==> config.mk <==
export PLATFORM = sky130hd
export DESIGN_NAME = spr_status_pin_router
export DESIGN_NICKNAME = d
export VERILOG_FILES = /design/src/spr_pkg.sv /design/src/spr_sync2.sv /design/src/spr_od_pin.sv /design/src/spr_status_pin_router.sv
export SDC_FILE = /design/constraint.sdc
export NUM_CORES = 1
export LEC_CHECK = 0
export ABC_CLOCK_PERIOD_IN_PS = 1490
export BUFFER_PORTS_ARGS = -buffer_cell sky130_fd_sc_hd__clkbuf_2
export CORE_MARGIN = 2
export CORE_UTILIZATION = 42
export DETAILED_ROUTE_END_ITERATION = 10
export PLACE_DENSITY = 0.76
export SYNTH_ARGS = -nofsm -noshare
export SYNTH_HDL_FRONTEND = slang
export SYNTH_SLANG_ARGS = --single-unit
export TNS_END_PERCENT = 30
==> constraint.sdc <==
create_clock -name clk -period 1.49 [get_ports clk]
set_input_delay 0 -clock clk [delete_from_list [all_inputs] [get_ports clk]]
set_output_delay 0 -clock clk [all_outputs]
set_load 0.005 [all_outputs]
==> src/spr_pkg.sv <==
package spr_pkg;

    localparam int ADDR_W = 8;
    localparam int DATA_W = 32;
    localparam int NUM_CH = 2;
    localparam int NUM_EV = 4;
    localparam int NUM_PINS = 5;

    typedef logic [ADDR_W-1:0] spr_addr_t;
    typedef logic [DATA_W-1:0] spr_word_t;
    typedef logic [NUM_EV-1:0] spr_ev_t;
    typedef logic [7:0]        spr_ctl_t;
    typedef logic [NUM_PINS-1:0] spr_pins_t;

    // byte addresses of the register words
    localparam spr_addr_t OFS_STATUS = 8'h00;
    localparam spr_addr_t OFS_MASK   = 8'h04;
    localparam spr_addr_t OFS_CTRL   = 8'h08;
    localparam spr_addr_t OFS_PINS   = 8'h0C;
    localparam spr_addr_t OFS_PEND   = 8'h10;

    // status and mask layout: two bits per channel
    localparam int EV_PER_CH  = 2;
    localparam int EV_RDY_OFS = 0;
    localparam int EV_ERR_OFS = 1;

    // indicator control layout
    localparam int CTL_SEL_BASE = 0;
    localparam int CTL_IND_BASE = 4;
    localparam int CTL_W        = 8;

    // pin index order inside the pin vector
    localparam int PIN_IRQ   = 0;
    localparam int PIN_A_RDY = 1;
    localparam int PIN_A_ERR = 2;
    localparam int PIN_B_RDY = 3;
    localparam int PIN_B_ERR = 4;
    localparam int PIN_CH_BASE = 1;

    localparam spr_ev_t   STATUS_RST = 4'h0;
    localparam spr_ev_t   MASK_RST   = 4'h0;
    localparam spr_ctl_t  CTRL_RST   = 8'h00;
    localparam spr_word_t WORD_ZERO  = 32'h00000000;

    // open-drain drive level while asserted
    localparam logic PIN_ACTIVE_LVL = 1'b0;

endpackage

==> src/spr_sync2.sv <==
`timescale 1ns/1ns
module spr_sync2
    import spr_pkg::*;
(
    // clock and reset
    input  wire logic            clk,
    input  wire logic            sys_rst,
    // levels from outside the clock domain
    input  wire spr_pkg::spr_pins_t async_in,
    // synchronised levels
    output spr_pkg::spr_pins_t      sync_out
);
    import spr_pkg::*;

    spr_pins_t stage1_ff;
    spr_pins_t stage2_ff;

    always_ff @(posedge clk) begin
        if (sys_rst) begin
            stage1_ff <= '1;
            stage2_ff <= '1;
        end else begin
            stage1_ff <= async_in;
            stage2_ff <= stage1_ff;
        end
    end

    assign sync_out = stage2_ff;

endmodule

==> src/spr_od_pin.sv <==
`timescale 1ns/1ns
module spr_od_pin
    import spr_pkg::*;
(
    // clock and reset
    input  wire logic clk,
    input  wire logic sys_rst,
    // request to pull the pin low
    input  wire logic assert_req,
    // open-drain pin drive
    output logic      pin_out,
    output logic      pin_oe
);
    import spr_pkg::*;

    logic out_ff;
    logic oe_ff;

    always_ff @(posedge clk) begin
        if (sys_rst) begin
            out_ff <= PIN_ACTIVE_LVL;
            oe_ff  <= 1'b0;
        end else begin
            out_ff <= PIN_ACTIVE_LVL;
            oe_ff  <= assert_req;
        end
    end

    assign pin_out = out_ff;
    assign pin_oe  = oe_ff;

endmodule

==> src/spr_status_pin_router.sv <==
// The APB interface to the registers and the register offsets were decided locally.
`timescale 1ns/1ns
module spr_status_pin_router
    import spr_pkg::*;
(
    // clock and reset
    input  wire logic               clk,
    input  wire logic               sys_rst,
    // apb slave
    input  wire logic               psel,
    input  wire logic               penable,
    input  wire logic               pwrite,
    input  wire spr_pkg::spr_addr_t paddr,
    input  wire spr_pkg::spr_word_t pwdata,
    output spr_pkg::spr_word_t      prdata,
    output logic                    pready,
    output logic                    pslverr,
    // event pulses from the channel receivers
    input  wire logic               chan_a_rx_avail_flag,
    input  wire logic               chan_a_rx_fault_flag,
    input  wire logic               chan_b_rx_avail_flag,
    input  wire logic               chan_b_rx_fault_flag,
    // level interrupt, active high
    output logic                    irq_o,
    // shared open-drain interrupt pin, active low
    input  wire logic               irq_pin_in,
    output logic                    irq_pin_out,
    output logic                    irq_pin_oe,
    // channel A open-drain pins
    input  wire logic               chan_a_ready_pin_in,
    output logic                    chan_a_ready_pin_out,
    output logic                    chan_a_ready_pin_oe,
    input  wire logic               chan_a_error_pin_in,
    output logic                    chan_a_error_pin_out,
    output logic                    chan_a_error_pin_oe,
    // channel B open-drain pins
    input  wire logic               chan_b_ready_pin_in,
    output logic                    chan_b_ready_pin_out,
    output logic                    chan_b_ready_pin_oe,
    input  wire logic               chan_b_error_pin_in,
    output logic                    chan_b_error_pin_out,
    output logic                    chan_b_error_pin_oe
);
    import spr_pkg::*;

    // decode helpers, shared by read mux, error answer and write strobes
    function automatic logic reg_hit(input spr_addr_t addr, input spr_addr_t ofs);
        reg_hit = (addr == ofs);
    endfunction

    function automatic logic addr_mapped(input spr_addr_t addr);
        addr_mapped = reg_hit(addr, OFS_STATUS) || reg_hit(addr, OFS_MASK)
                   || reg_hit(addr, OFS_CTRL) || reg_hit(addr, OFS_PINS)
                   || reg_hit(addr, OFS_PEND);
    endfunction

    // registers
    spr_ev_t   event_status_ff;
    spr_ev_t   nxt_event_status;
    spr_ev_t   event_mask_reg_ff;
    spr_ctl_t  indicator_control_reg_ff;
    spr_word_t prdata_ff;
    spr_word_t nxt_prdata;
    logic      pready_ff;
    logic      pslverr_ff;
    logic      irq_ff;
    spr_ev_t   rd_clear_ff;

    // bus phase decode
    logic      setup_phase;
    logic      access_done;
    logic      wr_done;
    logic      rd_status_done;

    // event vector and pin routing
    spr_ev_t   event_in;
    spr_ev_t   pending;
    spr_pins_t pin_assert;
    spr_pins_t pin_raw;
    spr_pins_t pin_level;
    spr_pins_t pin_out_w;
    spr_pins_t pin_oe_w;

    // per-channel views of the control bits
    logic [NUM_CH-1:0] rdy_irq_sel;
    logic [NUM_CH-1:0] err_irq_sel;
    logic [NUM_CH-1:0] ind1_on;
    logic [NUM_CH-1:0] ind2_on;

    assign event_in[EV_RDY_OFS]             = chan_a_rx_avail_flag;
    assign event_in[EV_ERR_OFS]             = chan_a_rx_fault_flag;
    assign event_in[EV_PER_CH + EV_RDY_OFS] = chan_b_rx_avail_flag;
    assign event_in[EV_PER_CH + EV_ERR_OFS] = chan_b_rx_fault_flag;

    // bus phases
    assign setup_phase    = psel && !penable;
    assign access_done    = psel && penable && pready_ff;
    assign wr_done        = access_done && pwrite && !pslverr_ff;
    assign rd_status_done = access_done && !pwrite && reg_hit(paddr, OFS_STATUS);

    // answer is prepared in the setup cycle so pready can come from a flop
    always_ff @(posedge clk) begin
        if (sys_rst) begin
            pready_ff <= 1'b0;
        end else begin
            pready_ff <= setup_phase;
        end
    end

    always_ff @(posedge clk) begin
        if (sys_rst) begin
            pslverr_ff <= 1'b0;
        end else if (setup_phase) begin
            pslverr_ff <= !addr_mapped(paddr);
        end else if (access_done) begin
            pslverr_ff <= 1'b0;
        end
    end

    // read mux
    always_comb begin
        nxt_prdata = WORD_ZERO;
        if (reg_hit(paddr, OFS_STATUS)) begin
            nxt_prdata[NUM_EV-1:0] = event_status_ff;
        end else if (reg_hit(paddr, OFS_MASK)) begin
            nxt_prdata[NUM_EV-1:0] = event_mask_reg_ff;
        end else if (reg_hit(paddr, OFS_CTRL)) begin
            nxt_prdata[CTL_W-1:0] = indicator_control_reg_ff;
        end else if (reg_hit(paddr, OFS_PINS)) begin
            nxt_prdata[NUM_PINS-1:0] = pin_level;
        end else if (reg_hit(paddr, OFS_PEND)) begin
            nxt_prdata[NUM_EV-1:0] = pending;
        end
    end

    always_ff @(posedge clk) begin
        if (sys_rst) begin
            prdata_ff <= WORD_ZERO;
        end else if (setup_phase && !pwrite) begin
            prdata_ff <= nxt_prdata;
        end else if (access_done) begin
            prdata_ff <= WORD_ZERO;
        end
    end

    // only the bits actually returned are cleared, so a flag raised
    // between the setup and access edges survives the read
    always_ff @(posedge clk) begin
        if (sys_rst) begin
            rd_clear_ff <= STATUS_RST;
        end else if (setup_phase && !pwrite && reg_hit(paddr, OFS_STATUS)) begin
            rd_clear_ff <= event_status_ff;
        end else if (access_done) begin
            rd_clear_ff <= STATUS_RST;
        end
    end

    // sticky status: a new event wins over the read clear
    always_comb begin
        nxt_event_status = event_status_ff;
        if (rd_status_done) begin
            nxt_event_status = nxt_event_status & ~rd_clear_ff;
        end
        nxt_event_status = nxt_event_status | event_in;
    end

    always_ff @(posedge clk) begin
        if (sys_rst) begin
            event_status_ff <= STATUS_RST;
        end else begin
            event_status_ff <= nxt_event_status;
        end
    end

    // mask register
    always_ff @(posedge clk) begin
        if (sys_rst) begin
            event_mask_reg_ff <= MASK_RST;
        end else if (wr_done && reg_hit(paddr, OFS_MASK)) begin
            event_mask_reg_ff <= pwdata[NUM_EV-1:0];
        end
    end

    // pin mode and indicator control
    always_ff @(posedge clk) begin
        if (sys_rst) begin
            indicator_control_reg_ff <= CTRL_RST;
        end else if (wr_done && reg_hit(paddr, OFS_CTRL)) begin
            indicator_control_reg_ff <= pwdata[CTL_W-1:0];
        end
    end

    assign pending = event_status_ff & event_mask_reg_ff;

    // level interrupt register
    // taken from the registered status so the level and the shared pin
    // move on the same edge, one edge after the status bit
    always_ff @(posedge clk) begin
        if (sys_rst) begin
            irq_ff <= 1'b0;
        end else begin
            irq_ff <= |pending;
        end
    end

    assign pin_assert[PIN_IRQ] = |pending;

    // per-channel routing; channel 0 is A, channel 1 is B
    generate
        for (genvar c = 0; c < NUM_CH; c++) begin : g_ch
            assign rdy_irq_sel[c] = indicator_control_reg_ff[CTL_SEL_BASE + EV_PER_CH*c];
            assign err_irq_sel[c] = indicator_control_reg_ff[CTL_SEL_BASE + EV_PER_CH*c + 1];
            assign ind1_on[c]     = indicator_control_reg_ff[CTL_IND_BASE + EV_PER_CH*c];
            assign ind2_on[c]     = indicator_control_reg_ff[CTL_IND_BASE + EV_PER_CH*c + 1];

            assign pin_assert[PIN_CH_BASE + EV_PER_CH*c + EV_RDY_OFS] =
                rdy_irq_sel[c] ? event_status_ff[EV_PER_CH*c + EV_RDY_OFS]
                               : ind1_on[c];

            assign pin_assert[PIN_CH_BASE + EV_PER_CH*c + EV_ERR_OFS] =
                err_irq_sel[c] ? event_status_ff[EV_PER_CH*c + EV_ERR_OFS]
                               : ind2_on[c];
        end
    endgenerate

    generate
        for (genvar p = 0; p < NUM_PINS; p++) begin : g_pin
            spr_od_pin u_pin (
                .clk        (clk),
                .sys_rst    (sys_rst),
                .assert_req (pin_assert[p]),
                .pin_out    (pin_out_w[p]),
                .pin_oe     (pin_oe_w[p])
            );
        end
    endgenerate

    // pin levels come back from the board wire, so they are synchronised
    // before software may read them; a pin held low externally shows here
    assign pin_raw[PIN_IRQ]   = irq_pin_in;
    assign pin_raw[PIN_A_RDY] = chan_a_ready_pin_in;
    assign pin_raw[PIN_A_ERR] = chan_a_error_pin_in;
    assign pin_raw[PIN_B_RDY] = chan_b_ready_pin_in;
    assign pin_raw[PIN_B_ERR] = chan_b_error_pin_in;

    spr_sync2 u_sync (
        .clk      (clk),
        .sys_rst  (sys_rst),
        .async_in (pin_raw),
        .sync_out (pin_level)
    );

    // outputs
    assign prdata               = prdata_ff;
    assign pready               = pready_ff;
    assign pslverr              = pslverr_ff;
    assign irq_o                = irq_ff;
    assign irq_pin_out          = pin_out_w[PIN_IRQ];
    assign irq_pin_oe           = pin_oe_w[PIN_IRQ];
    assign chan_a_ready_pin_out = pin_out_w[PIN_A_RDY];
    assign chan_a_ready_pin_oe  = pin_oe_w[PIN_A_RDY];
    assign chan_a_error_pin_out = pin_out_w[PIN_A_ERR];
    assign chan_a_error_pin_oe  = pin_oe_w[PIN_A_ERR];
    assign chan_b_ready_pin_out = pin_out_w[PIN_B_RDY];
    assign chan_b_ready_pin_oe  = pin_oe_w[PIN_B_RDY];
    assign chan_b_error_pin_out = pin_out_w[PIN_B_ERR];
    assign chan_b_error_pin_oe  = pin_oe_w[PIN_B_ERR];

endmodule

==> impl_metrics.yaml, run 1 <==
run_status:
  outcome: "finished with violations"
  violations: "setup timing"
logic_synthesis:
  synth_area_um2: 2170
  synth_cell_types: 35
  yosysSeqAreaShare: 0.415
  async_flop_share: 0
  synth_area_leaders: "dfxtp_1 (41%), buf_4 (10%), a21oi_1 (6.7%)"
  synth_top_area_frac: 0.415
  synth_cells: 259
  synthFlopType: "dfxtp_1"
  synth_top_area_cell: "dfxtp_1"
  ys_ff_latch: 45
  syn_area_per_cell_um2: 8.39
  yosysWarningCount: 0
  synth_common_cells: "dfxtp_1 (45), buf_4 (30), a21oi_1 (29)"
  synth-edff-count: 0
  synth.most_common_cell: "dfxtp_1"
critical_path:
  worstPathRequired_ns: 1.73
  r2r_slack_ns: -0.006
  crit_type: "register to register"
  crit_chain: "nand3_4 > buf_6 > nor4_4 > buf_2 > nand3_1 > a21oi_1"
  cp-start-kind: "register"
  cpMaxStageDelayCell: "dfxtp_4"
  rr_endpoint: "indicator_control_reg_ff[2]$_SDFFE_PP0P_"
  end_kind: "register"
  r2r-start: "pready$_SDFF_PP0_"
  cpPeakStageDelay_ns: 0.38
  cp_max_fo: 6
  arrival_ns: 1.73
  reg2reg_depth: 6
job:
  cap_violations: 0
clocking:
  cts_root_buffer: "clkbuf_8"
  clkLatencyLatePin_ns: 0.31
  h-tree-depth: 2
  cts_max_path_buffers: 2
  cts_sinks: 45
  path_clk_slew_ns: 0.08
  numCtsBuffers: 5
  cts_tree: "yes"
  cts_setup_buffers: 0
die:
  die-height_um: 75.9
  rows: 26
  io_pins: 99
  initial_core_util: 0.431
  core_um2: 5040
  dieArea_um2: 5760
  die_w_um: 75.9
routing:
  firstDrtPassIters: 4
  wl_mm: 5.30
  viasPerCell: 5.05
  wl_per_cell_um: 13.3
  drc: 0
  drtIter0Drc: 202
  final_antenna_net_count: 0
  num_vias: 2015
timing:
  drv_slew: 0
  fin_skew_ns: 0.00990
  min_period_over_period: 1.00
  finalSetupTns_ns: -0.00597
  hold_viol: 0
  layout_min_cycle_time_ns: 1.50
  max_freq_mhz: 668
  timing.final.ws_setup_ns: -0.00597
  setup_viol: 1
  rsz0062_at_grt: "true"
  holdWs_ns: 0.0699
min_path:
  min_delay_worst_endpoint: "pready$_SDFF_PP0_"
  holdPathStages: 3
  hp-class: "input pin to register"
  holdCritStartpoint: "penable"
layout:
  final_cells: 399
  post-route-util: 0.541
  syn2layout_area_growth_pct: 25.7
  fin_area_um2: 2730
  insertedDiodeCount: 0
  drive_above_1_share: 0.267
  n_fill_cell: 464
  nets: 382
placement:
  dpl.hpwl_mm: 3.57
  dpl_cell_area_um2: 2400
  dp_cells: 371
  place_congestion: 0.843
  numPortBuffers: 45
  place_ws_ns: -0.174
grt:
  grt_antenna_before_repair: 0
  grt-ovfl-total: 0
  grtUsageTotal: 0.175
  grt_pass1_vias: 1719
  grt_pass1_wl_mm: 8.17
  grt_max_degree: 25
power:
  peakVddDrop_mv: 0.579
  p_total_mw: 2.33
  p_leak_nw: 1.11
  pwr_density_cell_nw_per_um2: 854
==> worst max-delay path by stage <==
stage | start | endpoint | slack (ns) | depth (start not counted)
final | pready$_SDFF_PP0_ | indicator_control_reg_ff[2]$_SDFFE_PP0P_ | -0.006 | 6
after global routing | pready$_SDFF_PP0_ | event_mask_reg_ff[3]$_SDFFE_PP0P_ | -0.05 | 6
after CTS | pready$_SDFF_PP0_ | event_mask_reg_ff[0]$_SDFFE_PP0P_ | 0.006 | 4
after detailed placement | paddr[1] | event_mask_reg_ff[1]$_SDFFE_PP0P_ | -0.17 | 5
after global placement | paddr[1] | event_mask_reg_ff[0]$_SDFFE_PP0P_ | -0.13 | 5
after floorplan | paddr[1] | event_mask_reg_ff[2]$_SDFFE_PP0P_ | -0.03 | 5
==> layout by cell type (no fill, tap or decap), drive strengths merged, types with 4 or more instances in the layout <==
| cell type | instances |
|---|---|
| nor2 | 12 |
| o21ai | 22 |
| nand2b | 5 |
| mux2i | 5 |
| dfxtp | 45 |
| nand2 | 5 |
| a21oi | 29 |
| a32oi | 4 |
| a31oi | 4 |
| dlygate4sd3 | 18 |
| mux2 | 4 |
| nor3 | 6 |
| inv | 15 |
| nand3 | 21 |
| or2 | 10 |
| clkbuf | 50 |
| buf | 14 |
| conb | 29 |
==> worst max-delay path, delay by kind of cell (launching register included) <==
| family | cells | cell delay (ns) |
|---|---|---|
| buffers and inverters | 2 | 0.40 |
| flip-flops | 1 | 0.38 |
| AND/OR/NAND/NOR | 3 | 0.50 |
| AO/OA/AOI/OAI | 1 | 0.15 |
==> state kept, by name, indices dropped and copies added (netlist names) <==
register                  flops
g_pin.u_pin.pin_oe            5
prdata                        8
event_status_ff               4
rd_clear_ff                   4
pslverr                       1
indicator_control_reg_ff      8
pready                        1
u_sync.sync_out               5
event_mask_reg_ff             4
u_sync.stage1_ff              5
==> power by group <==
| part | internal (mW) | switching [mW] |
|---|---|---|
| logic | 0.126 | 0.145 |
| registers | 1.23 | 0.0199 |
| clock network | 0.385 | 0.429 |
==> area by class of cell <==
| cell class | instances | area [um^2] | share of cell area |
|---|---|---|---|
| clock buffer | 6 | 82.6 | 0.0302 |
| clock inverter | 2 | 17.5 | 0.00642 |
| inverter | 14 | 52.6 | 0.0192 |
| multi-input combinational | 186 | 1080 | 0.395 |
| sequential | 45 | 905 | 0.331 |
| tap | 70 | 87.6 | 0.0321 |
| timing repair buffer | 76 | 507 | 0.186 |
==> cell families (layout without fill, tap and decap cells) <==
group | after synthesis | in the layout | share of synthesized area
AO/OA/AOI/OAI | 67 | 67 | 0.176
buffers and inverters | 57 | 98 | 0.155
flip-flops | 45 | 45 | 0.415
multiplexers | 9 | 9 | 0.0438
other | 1 | 29 | 0.00173
AND/OR/NAND/NOR | 80 | 81 | 0.209
==> what timing repair did <==
action,CTS,global route
hold endpoints to repair,22,0
resized for setup,0,13
setup endpoints to repair,0,12
hold buffers,18,0
==> per-layer routing <==
layer  track usage  part of all wire
met5             0                 0
met4        0.0618             0.019
met3        0.0548             0.080
met2         0.269              0.47
met1         0.233              0.43
Note: power is estimated with default switching activity, not from simulation.
==> run 2: changes to the inputs <==
CORE_UTILIZATION = 44   (was 42)
CTS_BUF_LIST = sky130_fd_sc_hd__clkbuf_4   (was not set)
PLACE_DENSITY = 0.79   (was 0.76)
==> impl_metrics.yaml, run 2 (synthesis gave the netlist of run 1 again) <==
timing:
  fin_skew_ns: 0.0161
  setup_viol: 0
  holdWs_ns: 0.0965
  min_period_over_period: 0.979
  drv_slew: 0
  layout_min_cycle_time_ns: 1.46
  max_freq_mhz: 685
  hold_viol: 0
  rsz0062_at_grt: "true"
  timing.final.ws_setup_ns: 0.0307
layout:
  mostFrequentLayoutCells: "dfxtp_1 (44), clkbuf_2 (44), conb_1 (29)"
  multiInputGateArea_um2: 1080
  drive_above_1_share: 0.276
  nets: 383
  syn2layout_area_growth_pct: 25.3
  regArea_um2: 902
  insertedDiodeCount: 0
  n_fill_cell: 433
routing:
  viasPerCell: 5.02
  drtIter0Drc: 197
  num_vias: 1993
  drc: 0
  wl_mm: 5.17
  wl_per_cell_um: 13.0
  firstDrtPassIters: 4
  final_antenna_net_count: 0
critical_path:
  critPathBufInv: 2
  worstPathRequired_ns: 1.78
  critical_path.top_delay_family: "simple AND/OR/NAND/NOR gates"
  cpPeakStageDelay_ns: 0.37
  arrival_ns: 1.75
  cp-start-kind: "register"
  cpMaxStageDelayCell: "dfxtp_2"
  cp_max_fo: 6
  end_kind: "register"
  crit_type: "register to register"
  crit_chain: "nand3_2 > buf_6 > nor4_4 > buf_4 > nand3_1 > a21oi_1"
power:
  peakVddDrop_mv: 0.472
  power_frac_seq: 0.550
  power_switching_uw: 549
  p_clk_frac: 0.331
  pwr_density_cell_nw_per_um2: 836
  swShare: 0.241
  p_comb_frac: 0.118
  p_leak_nw: 1.11
  p_int_mw: 1.73
die:
  io_pins: 99
  die-height_um: 74.3
  dieArea_um2: 5510
  rows: 25
  initial_core_util: 0.457
  die_w_um: 74.3
  core_um2: 4750
grt:
  grt-ovfl-total: 0
  grt_antenna_before_repair: 0
  grt_pass1_vias: 1721
  grt_max_degree: 26
  grtUsageTotal: 0.191
  grt_pass1_wl_mm: 8.04
placement:
  place_congestion: 0.878
  place_ws_ns: -0.163
  numPortBuffers: 45
  dpl.hpwl_mm: 3.49
clocking:
  cts_max_path_buffers: 2
  path_clk_slew_ns: 0.13
  numCtsBuffers: 5
  cts_sinks: 45
  cts_tree: "yes"
  cts_root_buffer: "clkbuf_4"
  h-tree-depth: 2
  clkLatencyLatePin_ns: 0.36
min_path:
  hp-class: "input pin to register"
job:
  cap_violations: 0
run_status:
  outcome: "complete, no violations"
## run 2: worst paths after layout
path                                                   end                            from  cells past startpoint  slack, ns
hold / removal                      prdata[2]$_SDFFE_PP0P_                        paddr[5]                      4        0.1
setup / recovery  indicator_control_reg_ff[0]$_SDFFE_PP0P_               pready$_SDFF_PP0_                      6       0.03
setup reg to reg  indicator_control_reg_ff[0]$_SDFFE_PP0P_               pready$_SDFF_PP0_                      6       0.03
hold reg to reg              u_sync.sync_out[3]$_SDFF_PP1_  u_sync.stage1_ff[3]$_SDFF_PP1_                      1       0.42
## run 2: per-layer routing
| metal | vias to the layer above | GRT usage | wire, um |
|---|---|---|---|
| met5 | - | 0 | 0 |
| met4 | 0 | 0.0635 | 55 |
| met3 | 7 | 0.0461 | 332 |
| met2 | 86 | 0.310 | 2520 |
| met1 | 906 | 0.253 | 2260 |
| li1 | 994 | - | - |
## run 2: worst reg2reg max path, stage by stage, from the launching register on
cell and delay (ns):
dfxtp_2 0.37, nand3_2 0.10, buf_6 0.15, nor4_4 0.33, buf_4 0.22, nand3_1 0.09, a21oi_1 0.14
## run 2: power groups by stage
stage | Sequential (mW) | Clock [mW] | Combinational (mW)
after floorplan | 1.27 | 0 | 0.180
after global placement | 1.28 | 0 | 0.210
after detailed placement | 1.28 | 0 | 0.214
after CTS | 1.25 | 0.760 | 0.256
after global routing | 1.26 | 0.809 | 0.300
final | 1.25 | 0.754 | 0.269
## run 2: final cells by class
class                   count  share of cell area
clock buffers               6              0.0166
clock inverters             2              0.0124
inverters                  14              0.0193
multi-input cells         185               0.396
flip-flops and latches     45               0.331
well taps                  67              0.0308
repair buffers             78               0.194
## run 2: stage by stage
| stage | power (mW) | instances | utilization | area (um^2) | TNS [ns] |
|---|---|---|---|---|---|
| finish | 2.27 | 397 | 0.572 | 2720 | 0 |
| global route | 2.36 | 397 | 0.572 | 2720 | -0.240 |
| global placement | 1.49 | 366 | 0.500 | 2380 | -1.16 |
| CTS | 2.27 | 394 | 0.560 | 2660 | 0 |
| detailed placement | 1.49 | 366 | 0.500 | 2380 | -1.42 |
| floorplan | 1.45 | 287 | - | 2280 | -0.180 |
## run 2: repair_timing
item / in CTS / in global routing
setup endpoints to repair: 6 / 15
hold buffers: 19 / 0
gates cloned: 1 / 0
setup buffers: 0 / 4
gates resized for setup: 3 / 11
pin swaps: 0 / 4
endpoints found under the hold margin: 22 / 0
==> run 3: changes to the inputs <==
ABC_CLOCK_PERIOD_IN_PS = not set   (was 1490)
CORE_UTILIZATION = 52   (was 44)
PLACE_DENSITY = 0.87   (was 0.79)
clock period = 1.7 ns   (was 1.49 ns; I/O delays follow)
==> impl_metrics.yaml, run 3 (synthesis gave the netlist of run 1 again) <==
timing:
  rsz0062_at_grt: "false"
  slew_headroom: 0.598
  min_period_over_period: 0.913
  hold_viol: 0
  setup_viol: 0
  holdWs_ns: 0.0312
  layout_min_cycle_time_ns: 1.55
  drv_slew: 0
  tightest_slew_ns: 0.604
  finalSetupTns_ns: 0
  max_freq_mhz: 644
  fin_skew_ns: 0.0207
clocking:
  cts_sinks: 45
  h-tree-depth: 2
  path_clk_slew_ns: 0.13
  numCtsBuffers: 5
  cts_tree: "yes"
  cts_root_buffer: "clkbuf_4"
  clkLatencyLatePin_ns: 0.37
  cts_resized: 0
  cts_setup_buffers: 0
  cts_max_path_buffers: 2
grt:
  grtUsageTotal: 0.224
  grt_max_degree: 33
  grt_pass1_vias: 1801
  grt_pass1_wl_mm: 7.81
  grt_antenna_before_repair: 0
  grt-ovfl-total: 0
power:
  pwr_density_cell_nw_per_um2: 704
  p_leak_nw: 1.07
  peakVddDrop_mv: 0.469
  p_total_mw: 1.83
layout:
  mostFrequentLayoutCells: "dfxtp_1 (45), clkbuf_2 (45), a21oi_1 (29), conb_1 (29), nand3_1 (21)"
  fin_area_um2: 2590
  regArea_um2: 901
  final_cells: 375
  n_fill_cell: 344
  nets: 378
  insertedDiodeCount: 0
  syn2layout_area_growth_pct: 19.4
  multiInputGateArea_um2: 1040
  drive_above_1_share: 0.243
critical_path:
  worstPathRequired_ns: 1.94
  end_kind: "register"
  cp-start-kind: "register"
  crit_type: "register to register"
  cp_max_fo: 12
  arrival_ns: 1.79
die:
  dieArea_um2: 4710
  die-height_um: 68.6
  io_pins: 99
  initial_core_util: 0.543
  core_um2: 4000
  rows: 23
  die_w_um: 68.6
routing:
  num_vias: 1971
  wl_per_cell_um: 13.0
  viasPerCell: 5.26
  firstDrtPassIters: 4
  drtIter0Drc: 131
  wl_mm: 4.89
  wl_met2_mm: 2.31
  final_antenna_net_count: 0
  drc: 0
  wl_met1_mm: 2.06
  topRoutingLayerUsed: "met4"
  wl_met3_um: 398
job:
  cap_violations: 0
placement:
  numPortBuffers: 45
  dp_cells: 348
  dpl_cell_area_um2: 2350
  dpl.hpwl_mm: 3.37
  place_congestion: 0.878
run_status:
  outcome: "complete, no violations"
min_path:
  hp-class: "input pin to register"
run 3: cell count changes in the layout (fill, tap and decap cells not counted), sizes merged:
| cell | before | now |
|---|---|---|
| clkbuf | 50 | 51 |
| clkinv | 1 | 2 |
| bufinv | 1 | 0 |
| buf | 15 | 9 |
run 3: where the power goes:
group | total [mW] | switching, mW | leakage [nW] | internal (mW)
logic | 0.224 | 0.117 | 0.666 | 0.107
clock network | 0.506 | 0.332 | 0.0354 | 0.174
registers | 1.10 | 0.0191 | 0.367 | 1.08
run 3: worst max-delay path, stage by stage (launching register included):
cell     delay [ns]
dfxtp_1        0.40
nand3_1        0.12
or4_4          0.58
o21ai_0        0.23
a21oi_1        0.09
run 3: metrics by stage:
stage / util / setup WS, ns
after floorplan: - / 0.181
after CTS: 0.648 / 0.185
after global routing: 0.648 / 0.0617
after detailed placement: 0.587 / 0.0434
final: 0.648 / 0.148
after global placement: 0.587 / 0.0542
run 3: worst paths after layout:
| kind | from | to | slack [ns] | cells after the start |
|---|---|---|---|---|
| worst max-delay path | pready$_SDFF_PP0_ | event_mask_reg_ff[0]$_SDFFE_PP0P_ | 0.15 | 4 |
| worst min-delay path | paddr[5] | prdata[1]$_SDFFE_PP0P_ | 0.03 | 4 |
| worst max register to register | pready$_SDFF_PP0_ | event_mask_reg_ff[0]$_SDFFE_PP0P_ | 0.15 | 4 |
| worst min register to register | u_sync.stage1_ff[3]$_SDFF_PP1_ | u_sync.sync_out[3]$_SDFF_PP1_ | 0.42 | 1 |
run 3: layer usage:
layer  vias up  track usage
met5         -            0
met4         0        0.135
met3        13       0.0487
met2       102        0.356
met1       877        0.277
li1        979            -
run 3: final cells by class:
type | instances | share of cell area
sequential | 45 | 0.347
clock inverter | 2 | 0.00386
multi-input combinational | 185 | 0.401
inverter | 14 | 0.0203
tap | 50 | 0.0241
timing repair buffer | 73 | 0.186
clock buffer | 6 | 0.0174
run 3: what timing repair did:
action / CTS / global route
setup endpoints to repair: 0 / 0
hold endpoints to repair: 22 / 0
hold buffers: 19 / 0
